### src/core/lsd_pkg.sv
// Package for the load measurement, stall detect and adaptive current block
package lsd_pkg;
    // Widths
    localparam int MEAS_W   = 8;   // One crossing measurement
    localparam int RESULT_W = 10;  // Load result, one extra bit plus margin
    localparam int VEL_W    = 20;  // Velocity compare width
    localparam int CS_W     = 5;   // Current scale width
    // Threshold scaling
    localparam int THR_SHIFT = 5;  // Multiply by 32
    // Reset values
    localparam logic [CS_W-1:0]  CS_RESET  = 5'h1f;
    localparam logic [5:0]       DN_CNT_RESET = 6'h00;
    // Crossing slots
    typedef enum logic [3:0] {
        LSD_SLOT_A_FALL = 4'h1,
        LSD_SLOT_A_RISE = 4'h2,
        LSD_SLOT_B_FALL = 4'h4,
        LSD_SLOT_B_RISE = 4'h8
    } lsd_slot_e;
    // Adaptive current settings
    typedef struct packed {
        logic [3:0] up_threshold;    // Lower threshold field
        logic [3:0] down_hysteresis; // Hysteresis field
        logic [1:0] increment_step;  // 1,2,4,8
        logic [1:0] decrement_rate;  // 32,8,2,1
        logic [CS_W-1:0] cs_max;     // Upper current limit
        logic [CS_W-1:0] cs_min;     // Lower current limit
    } lsd_adapt_cfg_s;
endpackage : lsd_pkg

### src/core/lsd_core.sv
// Load measurement capture, stall detect pulse and load-adaptive current scale
`timescale 1ns/1ps
module lsd_core #(
    parameter int MEAS_W = lsd_pkg::MEAS_W,
    parameter int VEL_W  = lsd_pkg::VEL_W
) (
    input  wire logic                   clk,
    input  wire logic                   rst_b,
    // Measurement side, same clock domain
    input  wire logic                   meas_valid,        // One-cycle pulse per crossing
    input  wire logic [MEAS_W-1:0]      meas_value,        // New crossing measurement
    input  wire lsd_pkg::lsd_slot_e     meas_slot,         // Which crossing
    input  wire logic [lsd_pkg::RESULT_W-1:0] legacy_load_result, // Older measurement
    input  wire logic                   legacy_valid,      // Pulse when older measurement new
    // Configuration
    input  wire logic                   load_filter_enable,
    input  wire logic                   phase_lag_comp_enable,
    input  wire logic [lsd_pkg::RESULT_W-1:0] stall_threshold,
    input  wire logic                   voltage_mode,      // 1: voltage-controlled chopper
    input  wire logic [VEL_W-1:0]       step_period_measure,
    input  wire logic [VEL_W-1:0]       lower_velocity_threshold,
    input  wire logic [VEL_W-1:0]       chopper_switch_threshold,
    input  wire lsd_pkg::lsd_adapt_cfg_s adapt_cfg,
    // Status
    output logic [MEAS_W-1:0]           crossing_meas_a_fall,
    output logic [MEAS_W-1:0]           crossing_meas_a_rise,
    output logic [MEAS_W-1:0]           crossing_meas_b_fall,
    output logic [MEAS_W-1:0]           crossing_meas_b_rise,
    output logic [lsd_pkg::RESULT_W-1:0] load_result,
    output logic                        result_valid,      // Pulse, result updated
    output logic                        stall_pulse,       // Diagnostic stall pulse
    output logic [lsd_pkg::RESULT_W-1:0] phase_lag_offset,  // Stored phase lag
    output logic                        phase_lag_apply,   // Pulse, subtract stored offset
    output logic [lsd_pkg::CS_W-1:0]    current_scale
);
    localparam int RW = lsd_pkg::RESULT_W;
    localparam int CW = lsd_pkg::CS_W;

    // ==========================================================
    // Helpers
    // ==========================================================
    // Scale a 4-bit field sum to a compare level
    function automatic logic [RW-1:0] scale_thr(input logic [5:0] f);
        scale_thr = RW'({f, 5'h00});
    endfunction : scale_thr

    // ==========================================================
    // Crossing slots
    // ==========================================================
    // Slot capture, steered by filter enable
    always_ff @(posedge clk or negedge rst_b) begin
        if (!rst_b) begin
            crossing_meas_a_fall <= '0;
            crossing_meas_a_rise <= '0;
            crossing_meas_b_fall <= '0;
            crossing_meas_b_rise <= '0;
        end else if (meas_valid) begin
            if (!load_filter_enable) begin
                crossing_meas_a_fall <= meas_value;
            end else begin
                unique case (meas_slot)
                    lsd_pkg::LSD_SLOT_A_FALL: crossing_meas_a_fall <= meas_value;
                    lsd_pkg::LSD_SLOT_A_RISE: crossing_meas_a_rise <= meas_value;
                    lsd_pkg::LSD_SLOT_B_FALL: crossing_meas_b_fall <= meas_value;
                    lsd_pkg::LSD_SLOT_B_RISE: crossing_meas_b_rise <= meas_value;
                    default: ;              // Illegal slot code ignored
                endcase
            end
        end
    end

    // ==========================================================
    // Load result
    // ==========================================================
    logic [RW-1:0] next_load_result; // Candidate result
    logic [MEAS_W+1:0] slot_sum;     // Sum of four slots
    logic          cap_d;            // Delayed capture strobe

    // Sum uses slots after the capture has landed
    always_comb begin
        slot_sum = {2'b00, crossing_meas_a_fall} + {2'b00, crossing_meas_a_rise}
                 + {2'b00, crossing_meas_b_fall} + {2'b00, crossing_meas_b_rise};
        if (load_filter_enable) begin
            next_load_result = RW'(slot_sum[MEAS_W+1:1]);
        end else begin
            next_load_result = RW'({crossing_meas_a_fall, 1'b0});
        end
    end

    // Strobe delay so slots are settled
    always_ff @(posedge clk or negedge rst_b) begin
        if (!rst_b) begin
            cap_d <= 1'b0;
        end else begin
            cap_d <= meas_valid;
        end
    end

    // Result register, one update per crossing
    always_ff @(posedge clk or negedge rst_b) begin
        if (!rst_b) begin
            load_result  <= '0;
            result_valid <= 1'b0;
        end else begin
            result_valid <= cap_d;
            if (cap_d) begin
                load_result <= next_load_result;
            end
        end
    end

    // ==========================================================
    // Stall detect
    // ==========================================================
    logic stall_window; // Mode and velocity window open
    assign stall_window = voltage_mode
                        && (step_period_measure <= lower_velocity_threshold)
                        && (step_period_measure > chopper_switch_threshold);

    // Pulse once per fresh result below threshold while the stall window is open
    always_ff @(posedge clk or negedge rst_b) begin
        if (!rst_b) begin
            stall_pulse <= 1'b0;
        end else begin
            stall_pulse <= result_valid && stall_window && (load_result < stall_threshold);
        end
    end

    // ==========================================================
    // Phase lag compensation
    // ==========================================================
    logic mode_d; // Previous chopper mode
    always_ff @(posedge clk or negedge rst_b) begin
        if (!rst_b) begin
            mode_d           <= 1'b1;
            phase_lag_offset <= '0;
            phase_lag_apply  <= 1'b0;
        end else begin
            mode_d          <= voltage_mode;
            phase_lag_apply <= 1'b0;
            if (phase_lag_comp_enable && mode_d && !voltage_mode) begin
                phase_lag_offset <= load_result;      // store on leaving voltage mode
            end
            if (phase_lag_comp_enable && !mode_d && voltage_mode) begin
                phase_lag_apply <= 1'b1;              // subtract on return
            end
        end
    end

    // ==========================================================
    // Adaptive current regulator
    // ==========================================================
    logic [RW-1:0] reg_load;    // Selected load input
    logic          reg_valid;   // Selected reading strobe
    logic [RW-1:0] thr_low;     // Lower compare level
    logic [RW-1:0] thr_high;    // Upper compare level
    logic [5:0]    dn_cnt;      // High readings counted
    logic [5:0]    dn_need;     // Readings per decrement
    logic [CW:0]   inc_amt;     // Increment width
    logic [CW:0]   cs_up;       // Unsaturated sum, one carry bit
    logic          adapt_on;    // Regulator enabled

    assign reg_load  = voltage_mode ? load_result : legacy_load_result;
    assign reg_valid = voltage_mode ? result_valid : legacy_valid;
    assign adapt_on  = (adapt_cfg.up_threshold != 4'h0);
    assign thr_low   = scale_thr({2'b00, adapt_cfg.up_threshold});
    assign thr_high  = scale_thr(6'({2'b00, adapt_cfg.up_threshold})
                     + 6'({2'b00, adapt_cfg.down_hysteresis}) + 6'h01);
    assign inc_amt   = (CW+1)'(6'h01 << adapt_cfg.increment_step);
    assign cs_up     = {1'b0, current_scale} + inc_amt;

    // Decrement rate decode
    always_comb begin
        unique case (adapt_cfg.decrement_rate)
            2'h0: dn_need = 6'h20;
            2'h1: dn_need = 6'h08;
            2'h2: dn_need = 6'h02;
            2'h3: dn_need = 6'h01;
        endcase
    end

    // Current scale and decrement counter
    always_ff @(posedge clk or negedge rst_b) begin
        if (!rst_b) begin
            current_scale <= lsd_pkg::CS_RESET;
            dn_cnt        <= lsd_pkg::DN_CNT_RESET;
        end else if (!adapt_on) begin
            current_scale <= adapt_cfg.cs_max; // scaling off
            dn_cnt        <= '0;
        end else if (reg_valid) begin
            if (reg_load < thr_low) begin
                dn_cnt <= '0;
                current_scale <= (cs_up > {1'b0, adapt_cfg.cs_max})
                               ? adapt_cfg.cs_max : cs_up[CW-1:0];
            end else if (reg_load >= thr_high) begin
                if (dn_cnt + 6'h01 >= dn_need) begin
                    dn_cnt <= '0;
                    if (current_scale > adapt_cfg.cs_min) begin
                        current_scale <= current_scale - CW'(1);
                    end
                end else begin
                    dn_cnt <= dn_cnt + 6'h01;
                end
            end else begin
                dn_cnt <= '0; // Run of high readings broken
            end
        end
    end

    // ==========================================================
    // Assertions
    // ==========================================================
    property p_slot0_unfilt;
        @(posedge clk) disable iff (!rst_b)
        (meas_valid && !load_filter_enable) |=> (crossing_meas_a_fall == $past(meas_value));
    endproperty
    a_slot0_unfilt: assert property (p_slot0_unfilt) else $error("slot 0 not written");

    property p_slot_b_rise;
        @(posedge clk) disable iff (!rst_b)
        (meas_valid && load_filter_enable && meas_slot == lsd_pkg::LSD_SLOT_B_RISE)
        |=> (crossing_meas_b_rise == $past(meas_value)) && $stable(crossing_meas_a_fall);
    endproperty
    a_slot_b_rise: assert property (p_slot_b_rise) else $error("slot 3 capture wrong");

    property p_unfilt_result;
        @(posedge clk) disable iff (!rst_b)
        (meas_valid && !load_filter_enable) ##1 !load_filter_enable
        |=> (load_result == RW'({$past(meas_value, 2), 1'b0}));
    endproperty
    a_unfilt_result: assert property (p_unfilt_result) else $error("unfiltered result wrong");

    property p_filt_result;
        @(posedge clk) disable iff (!rst_b)
        (cap_d && load_filter_enable) |=> (load_result == RW'($past(slot_sum) >> 1));
    endproperty
    a_filt_result: assert property (p_filt_result) else $error("filtered mean wrong");

    property p_stall;
        @(posedge clk) disable iff (!rst_b)
        stall_pulse |-> $past(result_valid) && $past(load_result < stall_threshold);
    endproperty
    a_stall: assert property (p_stall) else $error("stall pulse without cause");

    property p_stall_window;
        @(posedge clk) disable iff (!rst_b)
        stall_pulse |-> $past(voltage_mode) && $past(step_period_measure > chopper_switch_threshold)
                        && $past(step_period_measure <= lower_velocity_threshold);
    endproperty
    a_stall_window: assert property (p_stall_window) else $error("stall outside window");

    property p_offset;
        @(posedge clk) disable iff (!rst_b)
        (phase_lag_comp_enable && mode_d && !voltage_mode) |=> (phase_lag_offset == $past(load_result));
    endproperty
    a_offset: assert property (p_offset) else $error("phase lag not stored");

    property p_disable;
        @(posedge clk) disable iff (!rst_b)
        (adapt_cfg.up_threshold == 4'h0) |=> (current_scale == $past(adapt_cfg.cs_max));
    endproperty
    a_disable: assert property (p_disable) else $error("zero field did not disable");

    property p_raise;
        @(posedge clk) disable iff (!rst_b)
        (adapt_on && reg_valid && reg_load < thr_low && cs_up <= {1'b0, adapt_cfg.cs_max})
        |=> (current_scale == $past(cs_up[CW-1:0]));
    endproperty
    a_raise: assert property (p_raise) else $error("current not raised");

    property p_lower_fast;
        @(posedge clk) disable iff (!rst_b)
        (adapt_on && reg_valid && reg_load >= thr_high && dn_need == 6'h01
         && current_scale > adapt_cfg.cs_min) |=> (current_scale == $past(current_scale) - CW'(1));
    endproperty
    a_lower_fast: assert property (p_lower_fast) else $error("current not lowered");

    // Regulator idles between readings of the selected source
    property p_hold_scale;
        @(posedge clk) disable iff (!rst_b)
        (adapt_on && !reg_valid) |=> $stable(current_scale);
    endproperty
    a_hold_scale: assert property (p_hold_scale) else $error("scale moved without reading");

    // Result never exceeds twice the largest single measurement
    property p_result_range;
        @(posedge clk) disable iff (!rst_b)
        load_result <= RW'({{MEAS_W{1'b1}}, 1'b0});
    endproperty
    a_result_range: assert property (p_result_range) else $error("result out of range");
endmodule : lsd_core

### config.mk
export PLATFORM = sky130hd
export DESIGN_NAME = lsd_core
export DESIGN_NICKNAME = d
export VERILOG_FILES = /design/src/core/lsd_pkg.sv /design/src/core/lsd_core.sv
export SDC_FILE = /design/constraint.sdc
export NUM_CORES = 1
export LEC_CHECK = 0
export ABC_AREA = 1
export BUFFER_PORTS_ARGS = -buffer_cell sky130_fd_sc_hd__buf_2
export CAP_MARGIN = 20
export CORE_UTILIZATION = 58
export CTS_BUF_LIST = sky130_fd_sc_hd__clkbuf_4 sky130_fd_sc_hd__clkbuf_8
export CTS_CLUSTER_SIZE = 12
export DETAILED_ROUTE_END_ITERATION = 10
export GPL_TIMING_DRIVEN = 0
export HOLD_SLACK_MARGIN = 0.08
export PLACE_DENSITY = 0.88
export SLEW_MARGIN = 10
export SYNTH_ARGS = -nofsm -noshare
export SYNTH_HDL_FRONTEND = slang
export SYNTH_SLANG_ARGS = --single-unit
### constraint.sdc
create_clock -name clk -period 4.69 [get_ports clk]
set_clock_uncertainty 0.2 [all_clocks]
set_input_delay 0.7035 -clock clk [delete_from_list [all_inputs] [get_ports clk]]
set_output_delay 0.7035 -clock clk [all_outputs]
set_load 0.1 [all_outputs]
-- Word-level counts from Yosys, hierarchy flattened
Cells that the tools add are included.
- logic and storage cells: 78
- bits of input ports: 121
- register bits after elaboration: 68
- output and inout port bits: 60
- $lt $le $gt $ge: 8
- add/subtract/negate cells: 8
- muxes and demuxes: 19
- shifts and indexed selects: 1
- equal/unequal tests: 12
- reduce and logical (&&, ||, !) cells: 17
- operators with widths (operator ; count):
    two-way mux 5 bit ; 7
    two-way mux 6 bit ; 5
    case mux 6 bit (4 select lines) ; 1
    > comparator 20 bit ; 1
    <= comparator 20 bit ; 1
    two-way mux 8 bit ; 2
    adder 10 x 8 -> 10 bit ; 1
    adder 9 x 8 -> 10 bit ; 1
    >= comparator 10 bit ; 1
    less-than comparator 10 bit ; 1
    less-than comparator 10 x 9 -> 1 bit ; 1
    two-way mux 10 bit ; 1
    adder 8 x 8 -> 9 bit ; 1
    two-way mux 9 bit ; 1
    inequality test 3 x 1 -> 1 bit, second input constant ; 3
    AND reduction 3 bit ; 3
    logical AND 1 bit ; 8
    adder 5 x 6 -> 6 bit ; 1
    adder 6 x 1 -> 6 bit, second input constant ; 1
    >= comparator 6 bit ; 1
    > comparator 6 x 5 -> 1 bit ; 1
    << shifter 1 x 2 -> 6 bit, first input constant ; 1
    adder 4 x 4 -> 5 bit ; 1
    adder 5 x 1 -> 5 bit, second input constant ; 1
    16 further kinds ; 19

-- Longest topological paths before layout
Gate-level depths: netlist (run 1).
- depth in word-level cells: 8
- mapped depth: 23
- gate-level depth less buffers: 23

-- Least setup slack after synthesis (run 1)
OpenSTA, ideal clock, no wires.
- path type: register to register
- start: register crossing_meas_a_fall[1]
- end: register load_result[6] (netlist name)
- path buffers: 0
- stages on the path, launching flop included: 17
- setup slack: 863 ps
- setup time: 123 ps
- data arrival time: 3504 ps
- path through: dfrtp_1 > inv_1 > fa_1 > fa_1 > inv_1 > ha_1 > fa_1 > nand2_1 > nand2_1 > nand2_1 > nand2_1 > nand2_1 > nand2_1 > a21oi_1 > xor2_1 > o21ai_0 > nand2_1
- cells in the longest elaborated chain, start to end: 4
- ends and longest elaborated chain (what ; line ; source):
    start, declared ; lsd_core.sv:25 ; output logic [MEAS_W-1:0] crossing_meas_a_fall,
    start signal, assigned ; lsd_core.sv:59 ; crossing_meas_a_fall <= meas_value;
    start signal, assigned ; lsd_core.sv:62 ; lsd_pkg::LSD_SLOT_A_FALL: crossing_meas_a_fall <= meas_value;
    adder 8 x 8 -> 9 bit ; lsd_core.sv:81 ; slot_sum = {2'b00, crossing_meas_a_fall} + {2'b00, crossing_meas_a_rise}
    adder 9 x 8 -> 10 bit ; lsd_core.sv:82 ; + {2'b00, crossing_meas_b_fall} + {2'b00, crossing_meas_b_rise};
    adder 10 x 8 -> 10 bit ; lsd_core.sv:82 ;
    two-way mux 9 bit ; lsd_core.sv:83 ; if (load_filter_enable) begin
    end signal, assigned ; lsd_core.sv:107 ; load_result <= next_load_result;
    end, declared ; lsd_core.sv:29 ; output logic [lsd_pkg::RESULT_W-1:0] load_result,
Every way passes these cells.
A chain may end at the register's enable or synchronous reset.

-- Worst setup path after layout (run 1)
Ends and elaborated chain as after synthesis.

==> results of run 1 <==
## stage by stage
step | setup slack, ns | hold WS [ns] | instances | util [%] | total power [mW]
floorplan | 0.863 | 0.208 | 788 | - | 2.82
global placement | 1.43 | 0.261 | 1098 | 70.7 | 3.25
detailed placement | 1.38 | 0.268 | 1098 | 70.7 | 3.30
CTS | 1.36 | 0.280 | 1113 | 72.3 | 3.71
global route | 1.15 | 0.308 | 1113 | 72.3 | 4.00
finish | 1.35 | 0.246 | 1113 | 72.3 | 3.69
## registers in the layout (all words and copies together), names as in the netlist
name,count
load_result,9
phase_lag_offset,9
crossing_meas_a_fall,8
crossing_meas_a_rise,8
crossing_meas_b_fall,8
crossing_meas_b_rise,8
dn_cnt,6
current_scale,5
cap_d,1
mode_d,1
phase_lag_apply,1
result_valid,1
stall_pulse,1
## final cells by class
cell class	instances	area (um^2)	area share, %
Multi-Input combinational cell	534	3510	49.5
Sequential cell	66	1660	23.4
Timing Repair Buffer	177	888	12.5
Inverter	177	667	9.39
Tap cell	133	166	2.34
Clock buffer	11	139	1.96
Buffer	11	48.8	0.687
Clock inverter	4	20.0	0.282
## logic make-up (layout without fill, tap and decap cells)
logic type               count (synthesis)  after routing  synth area share, %
AO/OA/AOI/OAI                          138            138                 12.3
XOR/XNOR                                13             13                 1.93
adder cells (fa/ha/maj)                106            106                 24.8
buffers and inverters                  188            380                 12.2
flip-flops                              66             66                 28.2
multiplexers                             1              1                0.170
other                                    1              2               0.0637
AND/OR/NAND/NOR                        274            274                 20.3
## worst max path at each step
stage | from | to | slack [ns]
final | crossing_meas_a_fall[1]$_DFFE_PN0P_ | load_result[6]$_DFFE_PN0P_ | 1.35
after global routing | crossing_meas_a_fall[1]$_DFFE_PN0P_ | load_result[6]$_DFFE_PN0P_ | 1.15
after CTS | crossing_meas_a_fall[1]$_DFFE_PN0P_ | load_result[6]$_DFFE_PN0P_ | 1.36
after detailed placement | crossing_meas_a_fall[1]$_DFFE_PN0P_ | load_result[6]$_DFFE_PN0P_ | 1.38
after global placement | crossing_meas_a_fall[1]$_DFFE_PN0P_ | load_result[6]$_DFFE_PN0P_ | 1.43
after floorplan | crossing_meas_a_fall[1]$_DFFE_PN0P_ | load_result[6]$_DFFE_PN0P_ | 0.86
## routing by layer
metal  vias to the layer above  global-route usage, %
met2                       179                   49.6
met5                         -                      0
met1                      2539                   34.3
met3                        33                   3.46
met4                         0                   13.1
li1                       2892                      -
## synth_stat cells (2+ instances only)
cell type and count:
o21a_1 2, o22ai_1 8, nand2_1 168, nand4_1 12, nand2_2 2, inv_1 174, a21oi_1 47, dfstp_2 6
nor2_4 3, fa_1 18, nor2_1 34, inv_2 2, ha_1 88, clkbuf_1 9, dfrtp_1 60, xor2_1 9
xnor2_1 4, nor3_1 7, o21ai_1 2, buf_4 2, nand3_1 39, nor4_1 2, o21ai_0 72
## power groups by stage
stage          Sequential, mW  Combinational, mW  Clock (mW)
2_1_floorplan            1.80               1.02           0
3_3_place_gp            0.863               2.38           0
3_5_place_dp            0.868               2.44           0
4_1_cts                 0.858               2.44       0.407
5_1_grt                 0.879               2.68       0.438
6_report                0.859               2.43       0.404
==> results.toml, run 1 <==
[sta]
max_freq_mhz = 300
period_share_pct = 71.1
fin_tns_setup_ns = 0
grt_setup_unrepaired = "no"
period_needed_ns = 3.34
setup_viol = 0
drv_slew = 0
max_slew_margin_pct = 44.6
final_hold_viol_count = 0
worst_pin_slew_ns = 0.831

[route]
drc = 0
routed_wirelength_um = 13900
vias_per_cell = 5.07
met3_length_um = 805
dr.max_layer_used = "met4"
detail_route.iter0.violations = 239
wl_met1_um = 5970
antenna_left = 0
route.vias.total = 5643
firstDrtPassIters = 5
post_drt_wl_per_cell_um = 12.5
routed-wl-met2_um = 6770

[layout]
n_antenna_cell = 0
drive_gt1_share_pct = 21.8
fin_nets = 1203
final_common_cell = "buf_2"
area_growth_pct = 20.7
final_cell_area_um2 = 7100
fillers = 810
most-common-layout-cells = "buf_2, inv_1, nand2_1, ha_1, o21ai_0"

[critical_path]
cpMostUsedCell = "nand2_1"
critPathBufInv = 2
critPathKind = "reg -> reg"
required_ns = 4.72
crit_chain = "inv_1 > fa_1 > fa_1 > inv_1 > ha_1 > fa_1 > nand2_1 > nand2_1 > nand2_1 > nand2_1 > nand2_1 > nand2_1 > a21oi_1 > xor2_1 > o21ai_0 > nand2_1"
critPathMaxFanout = 3
slowest_stage = "fa_1"
reg2reg_depth = 16
reg2reg_from = "crossing_meas_a_fall[1]$_DFFE_PN0P_"
startpoint_type = "flip-flop"
arrival_ns = 3.36
path_delay_family = "adder cells"
r2r_end = "load_result[6]$_DFFE_PN0P_"
cp-end-kind = "flip-flop"
cp_slowest_stage_delay_ns = 0.51
crit_cells = 16
reg2reg_slack_ns = 1.35

[floorplan]
start_util_pct = 59.9
dieArea_um2 = 10600
fp-row-count = 36
core-area_um2 = 9820
die_w_um = 103
ios = 181
die_h_um = 103

[clock_network]
htreeDepth = 3
clockRootBuffer = "clkbuf_8"
clockBufferDepth = 2
post_cts_buffers = 0
cts_tree = "built"
cts_sinks = 66
cts_resized = 0
cts_hold_buf = 0
clk_pin_slew_ns = 0.07
insertion_delay_ns = 0.34
numCtsBuffers = 9

[power]
intPower_mw = 1.54
p_sw_mw = 2.15
netSwitchingFraction_pct = 58.3
p_leak_nw = 4.22
p_clk_share_pct = 10.9
combPwrFrac_pct = 65.8
p_per_area_nw_per_um2 = 520
pwr-share-seq_pct = 23.2
irDropWorstVdd_uv = 377

[global_route]
grt_pass1_wl_um = 22900
grt_overflow = 0
grt_pass1_vias = 5234
track_usage_pct = 28.1
grt_start_max_net_pins = 67
antenna_found_initial = 0

[synthesis]
synth.top_cell.area_share_pct = 25.5
netlist_area_um2 = 5880
synth_top_area_cell = "dfrtp_1"
yosys_warnings = 0
ys_top_cells_by_area = "dfrtp_1, ha_1, inv_1"
yosysSeqAreaShare_pct = 28.2
synth-edff-count = 0
ys_types = 40
async_reset_ff_share_pct = 100
syn-instance-count = 787
yosys_register_bits = 66
synth_ff_type = "dfrtp_1"
avgSynthCellArea_um2 = 7.48

[run]
drv_cap = 0

[placed_design]
place_area_um2 = 6940
portBuffers = 177
gp_congestion = 0.877
hpwl_um = 11700

[min_path]
min_path_type = "in -> async"

[status]
status = "finished clean"
Power figures use the tool's default switching activity.
==> inputs of run 2 (changes only) <==
--- a/config.mk
+++ b/config.mk
@@ -8,13 +8,13 @@
 export ABC_AREA = 1
 export BUFFER_PORTS_ARGS = -buffer_cell sky130_fd_sc_hd__buf_2
 export CAP_MARGIN = 20
-export CORE_UTILIZATION = 58
+export CORE_UTILIZATION = 54
 export CTS_BUF_LIST = sky130_fd_sc_hd__clkbuf_4 sky130_fd_sc_hd__clkbuf_8
 export CTS_CLUSTER_SIZE = 12
 export DETAILED_ROUTE_END_ITERATION = 10
 export GPL_TIMING_DRIVEN = 0
 export HOLD_SLACK_MARGIN = 0.08
-export PLACE_DENSITY = 0.88
+export PLACE_DENSITY = 0.82
 export SLEW_MARGIN = 10
 export SYNTH_ARGS = -nofsm -noshare
 export SYNTH_HDL_FRONTEND = slang
==> constraint.sdc (replaced) <==
create_clock -name clk -period 3.1 [get_ports clk]
set_clock_uncertainty 0.2 [all_clocks]
set_input_delay 0.465 -clock clk [delete_from_list [all_inputs] [get_ports clk]]
set_output_delay 0.465 -clock clk [all_outputs]
set_load 0.1 [all_outputs]
==> results.toml, run 2 (synthesized netlist as in run 1, its figures left out) <==
[status]
status = "complete, but fails checks"
violations = "negative setup slack"

[power]
netSwitchingFraction_pct = 56.9
p_sw_mw = 3.39
p_per_area_nw_per_um2 = 807
pwr-share-seq_pct = 22.4
intPower_mw = 2.56
irDropWorstVdd_uv = 736
combPwrFrac_pct = 65.8
p_leak_nw = 4.24
p_clk_share_pct = 11.9

[sta]
holdWs_ns = 0.112
period_needed_ns = 3.26
grt_setup_unrepaired = "yes"
max_slew_margin_pct = 61.0
fin_ws_ns = -0.162
drv_slew = 0
setup_viol = 4
worst_pin_slew_ns = 0.582
period_share_pct = 105
max_freq_mhz = 307
final_hold_viol_count = 0

[clock_network]
clk_pin_slew_ns = 0.07
clockBufferDepth = 2
clockRootBuffer = "clkbuf_8"
numCtsBuffers = 9
htreeDepth = 3
cts_tree = "built"
insertion_delay_ns = 0.34
cts_sinks = 66

[floorplan]
die_h_um = 106
fp-row-count = 37
die_w_um = 106
core-area_um2 = 10500
ios = 181
dieArea_um2 = 11300
start_util_pct = 56.2

[global_route]
grt_pass1_wl_um = 24200
grt_pass1_vias = 5436
grt_overflow = 0
grt_start_max_net_pins = 64
track_usage_pct = 26.9
antenna_found_initial = 1

[run]
drv_cap = 0

[route]
post_drt_wl_per_cell_um = 13.1
firstDrtPassIters = 4
detail_route.iter0.violations = 318
routed_wirelength_um = 14800
drc = 0
antenna_left = 0
route.vias.total = 5710
vias_per_cell = 5.06

[placed_design]
portBuffers = 177
gp_congestion = 0.892
hpwl_um = 12100
place_ws_ns = -0.0855
place_area_um2 = 7040

[layout]
most-common-layout-cells = "buf_2, inv_1, nand2_1, ha_1, o21ai_0"
area_growth_pct = 25.3
final_cell_area_um2 = 7380
fillers = 869
top_regs = "load_result x9, phase_lag_offset x9"
final_common_cell = "buf_2"
drive_gt1_share_pct = 26.8
fin_nets = 1213

[critical_path]
cpMostUsedCell = "nand2_2"
critPathMaxFanout = 2
cp-end-kind = "flip-flop"
crit_chain = "inv_4 > fa_1 > fa_1 > inv_2 > ha_4 > fa_2 > nand2_2 > nand2_2 > nand2_2 > nand2_2 > nand2_2 > nand2_2 > a21oi_2 > xor2_1 > o21ai_1 > nand2_1"
arrival_ns = 3.29
cp_slowest_stage_delay_ns = 0.53
slowest_stage = "fa_1"
required_ns = 3.13
startpoint_type = "flip-flop"
critPathKind = "reg -> reg"

[min_path]
min_path_type = "in -> reg"
-- run 2: changes by cell type in the layout (fill, tap and decap cells not counted), moves of 6 or more --
cell	delta
dfrtp_1	-24
dfrtp_2	+12
dfrtp_4	+12
buf_4	+7
inv_1	-6
nand2_1	-6
nand2_2	+6
-- run 2: path summary, 6_finish.rpt --
path | cells after the start | slack [ns] | start | to
max in group asynchronous | 3 | 1.89 | rst_b | mode_d$_DFF_PN1_
hold reg to reg | 2 | 0.28 | phase_lag_offset[8]$_DFFE_PN0P_ | phase_lag_offset[8]$_DFFE_PN0P_
setup / recovery | 16 | -0.16 | crossing_meas_a_fall[1]$_DFFE_PN0P_ | load_result[6]$_DFFE_PN0P_
hold / removal | 1 | 0.11 | voltage_mode | mode_d$_DFF_PN1_
min in group asynchronous | 2 | 0.26 | rst_b | crossing_meas_a_rise[2]$_DFFE_PN0P_
setup reg to reg | 16 | -0.16 | crossing_meas_a_fall[1]$_DFFE_PN0P_ | load_result[6]$_DFFE_PN0P_
-- run 2: routing by layer --
layer  vias to the layer above  GRT usage (%)  part of all wire [%]
met5                         -              0                     0
met4                         0           9.03                   1.6
met3                        23           3.56                   5.7
met2                       183           47.7                    49
met1                      2596           33.4                    44
li1                       2908              -                     -
-- run 2: through the flow --
| step | TNS (ns) | std cells | power [mW] | util, % |
|---|---|---|---|---|
| after floorplan | -0.132 | 788 | 4.30 | - |
| after CTS | -0.0510 | 1123 | 5.81 | 69.7 |
| after global routing | -0.871 | 1127 | 6.39 | 70.5 |
| final | -0.276 | 1128 | 5.95 | 70.5 |
| after global placement | -0.0574 | 1101 | 4.96 | 67.0 |
| after detailed placement | -0.100 | 1102 | 5.05 | 67.3 |
-- run 2: repair_timing --
item / in CTS / in global routing
hold endpoints to repair: 61 / 0
hold buffers: 2 / 0
buffers inserted: 3 / 4
gates resized for setup: 3 / 11
setup endpoints to repair: 2 / 9
pin swaps: 2 / 11
-- run 2: critical path: cells and delay by family (launching register included) --
kind                     cells  cell delay [ns]
flip-flops                   1             0.50
buffers and inverters        2             0.11
XOR/XNOR                     1             0.08
AND/OR/NAND/NOR              7             0.50
adder cells (fa/ha/maj)      4             1.48
AO/OA/AOI/OAI                2             0.27
-- run 2: cell type report --
cell class,instances,area [um^2],share of cell area (%)
sequential,66,1720,23.3
multi-input combinational,534,3590,48.7
clock buffer,10,131,1.78
inverter,177,669,9.08
tap,136,170,2.31
antenna,1,2.50,0.0339
timing repair buffer,187,988,13.4
buffer,11,48.8,0.662
clock inverter,6,57.6,0.780
-- run 2: power groups by stage --
stage	combinational [mW]	clock, mW	sequential [mW]
2_1_floorplan	1.55	0	2.75
4_1_cts	3.77	0.717	1.33
3_5_place_dp	3.71	0	1.34
5_1_grt	4.27	0.760	1.36
3_3_place_gp	3.63	0	1.33
6_report	3.91	0.706	1.33
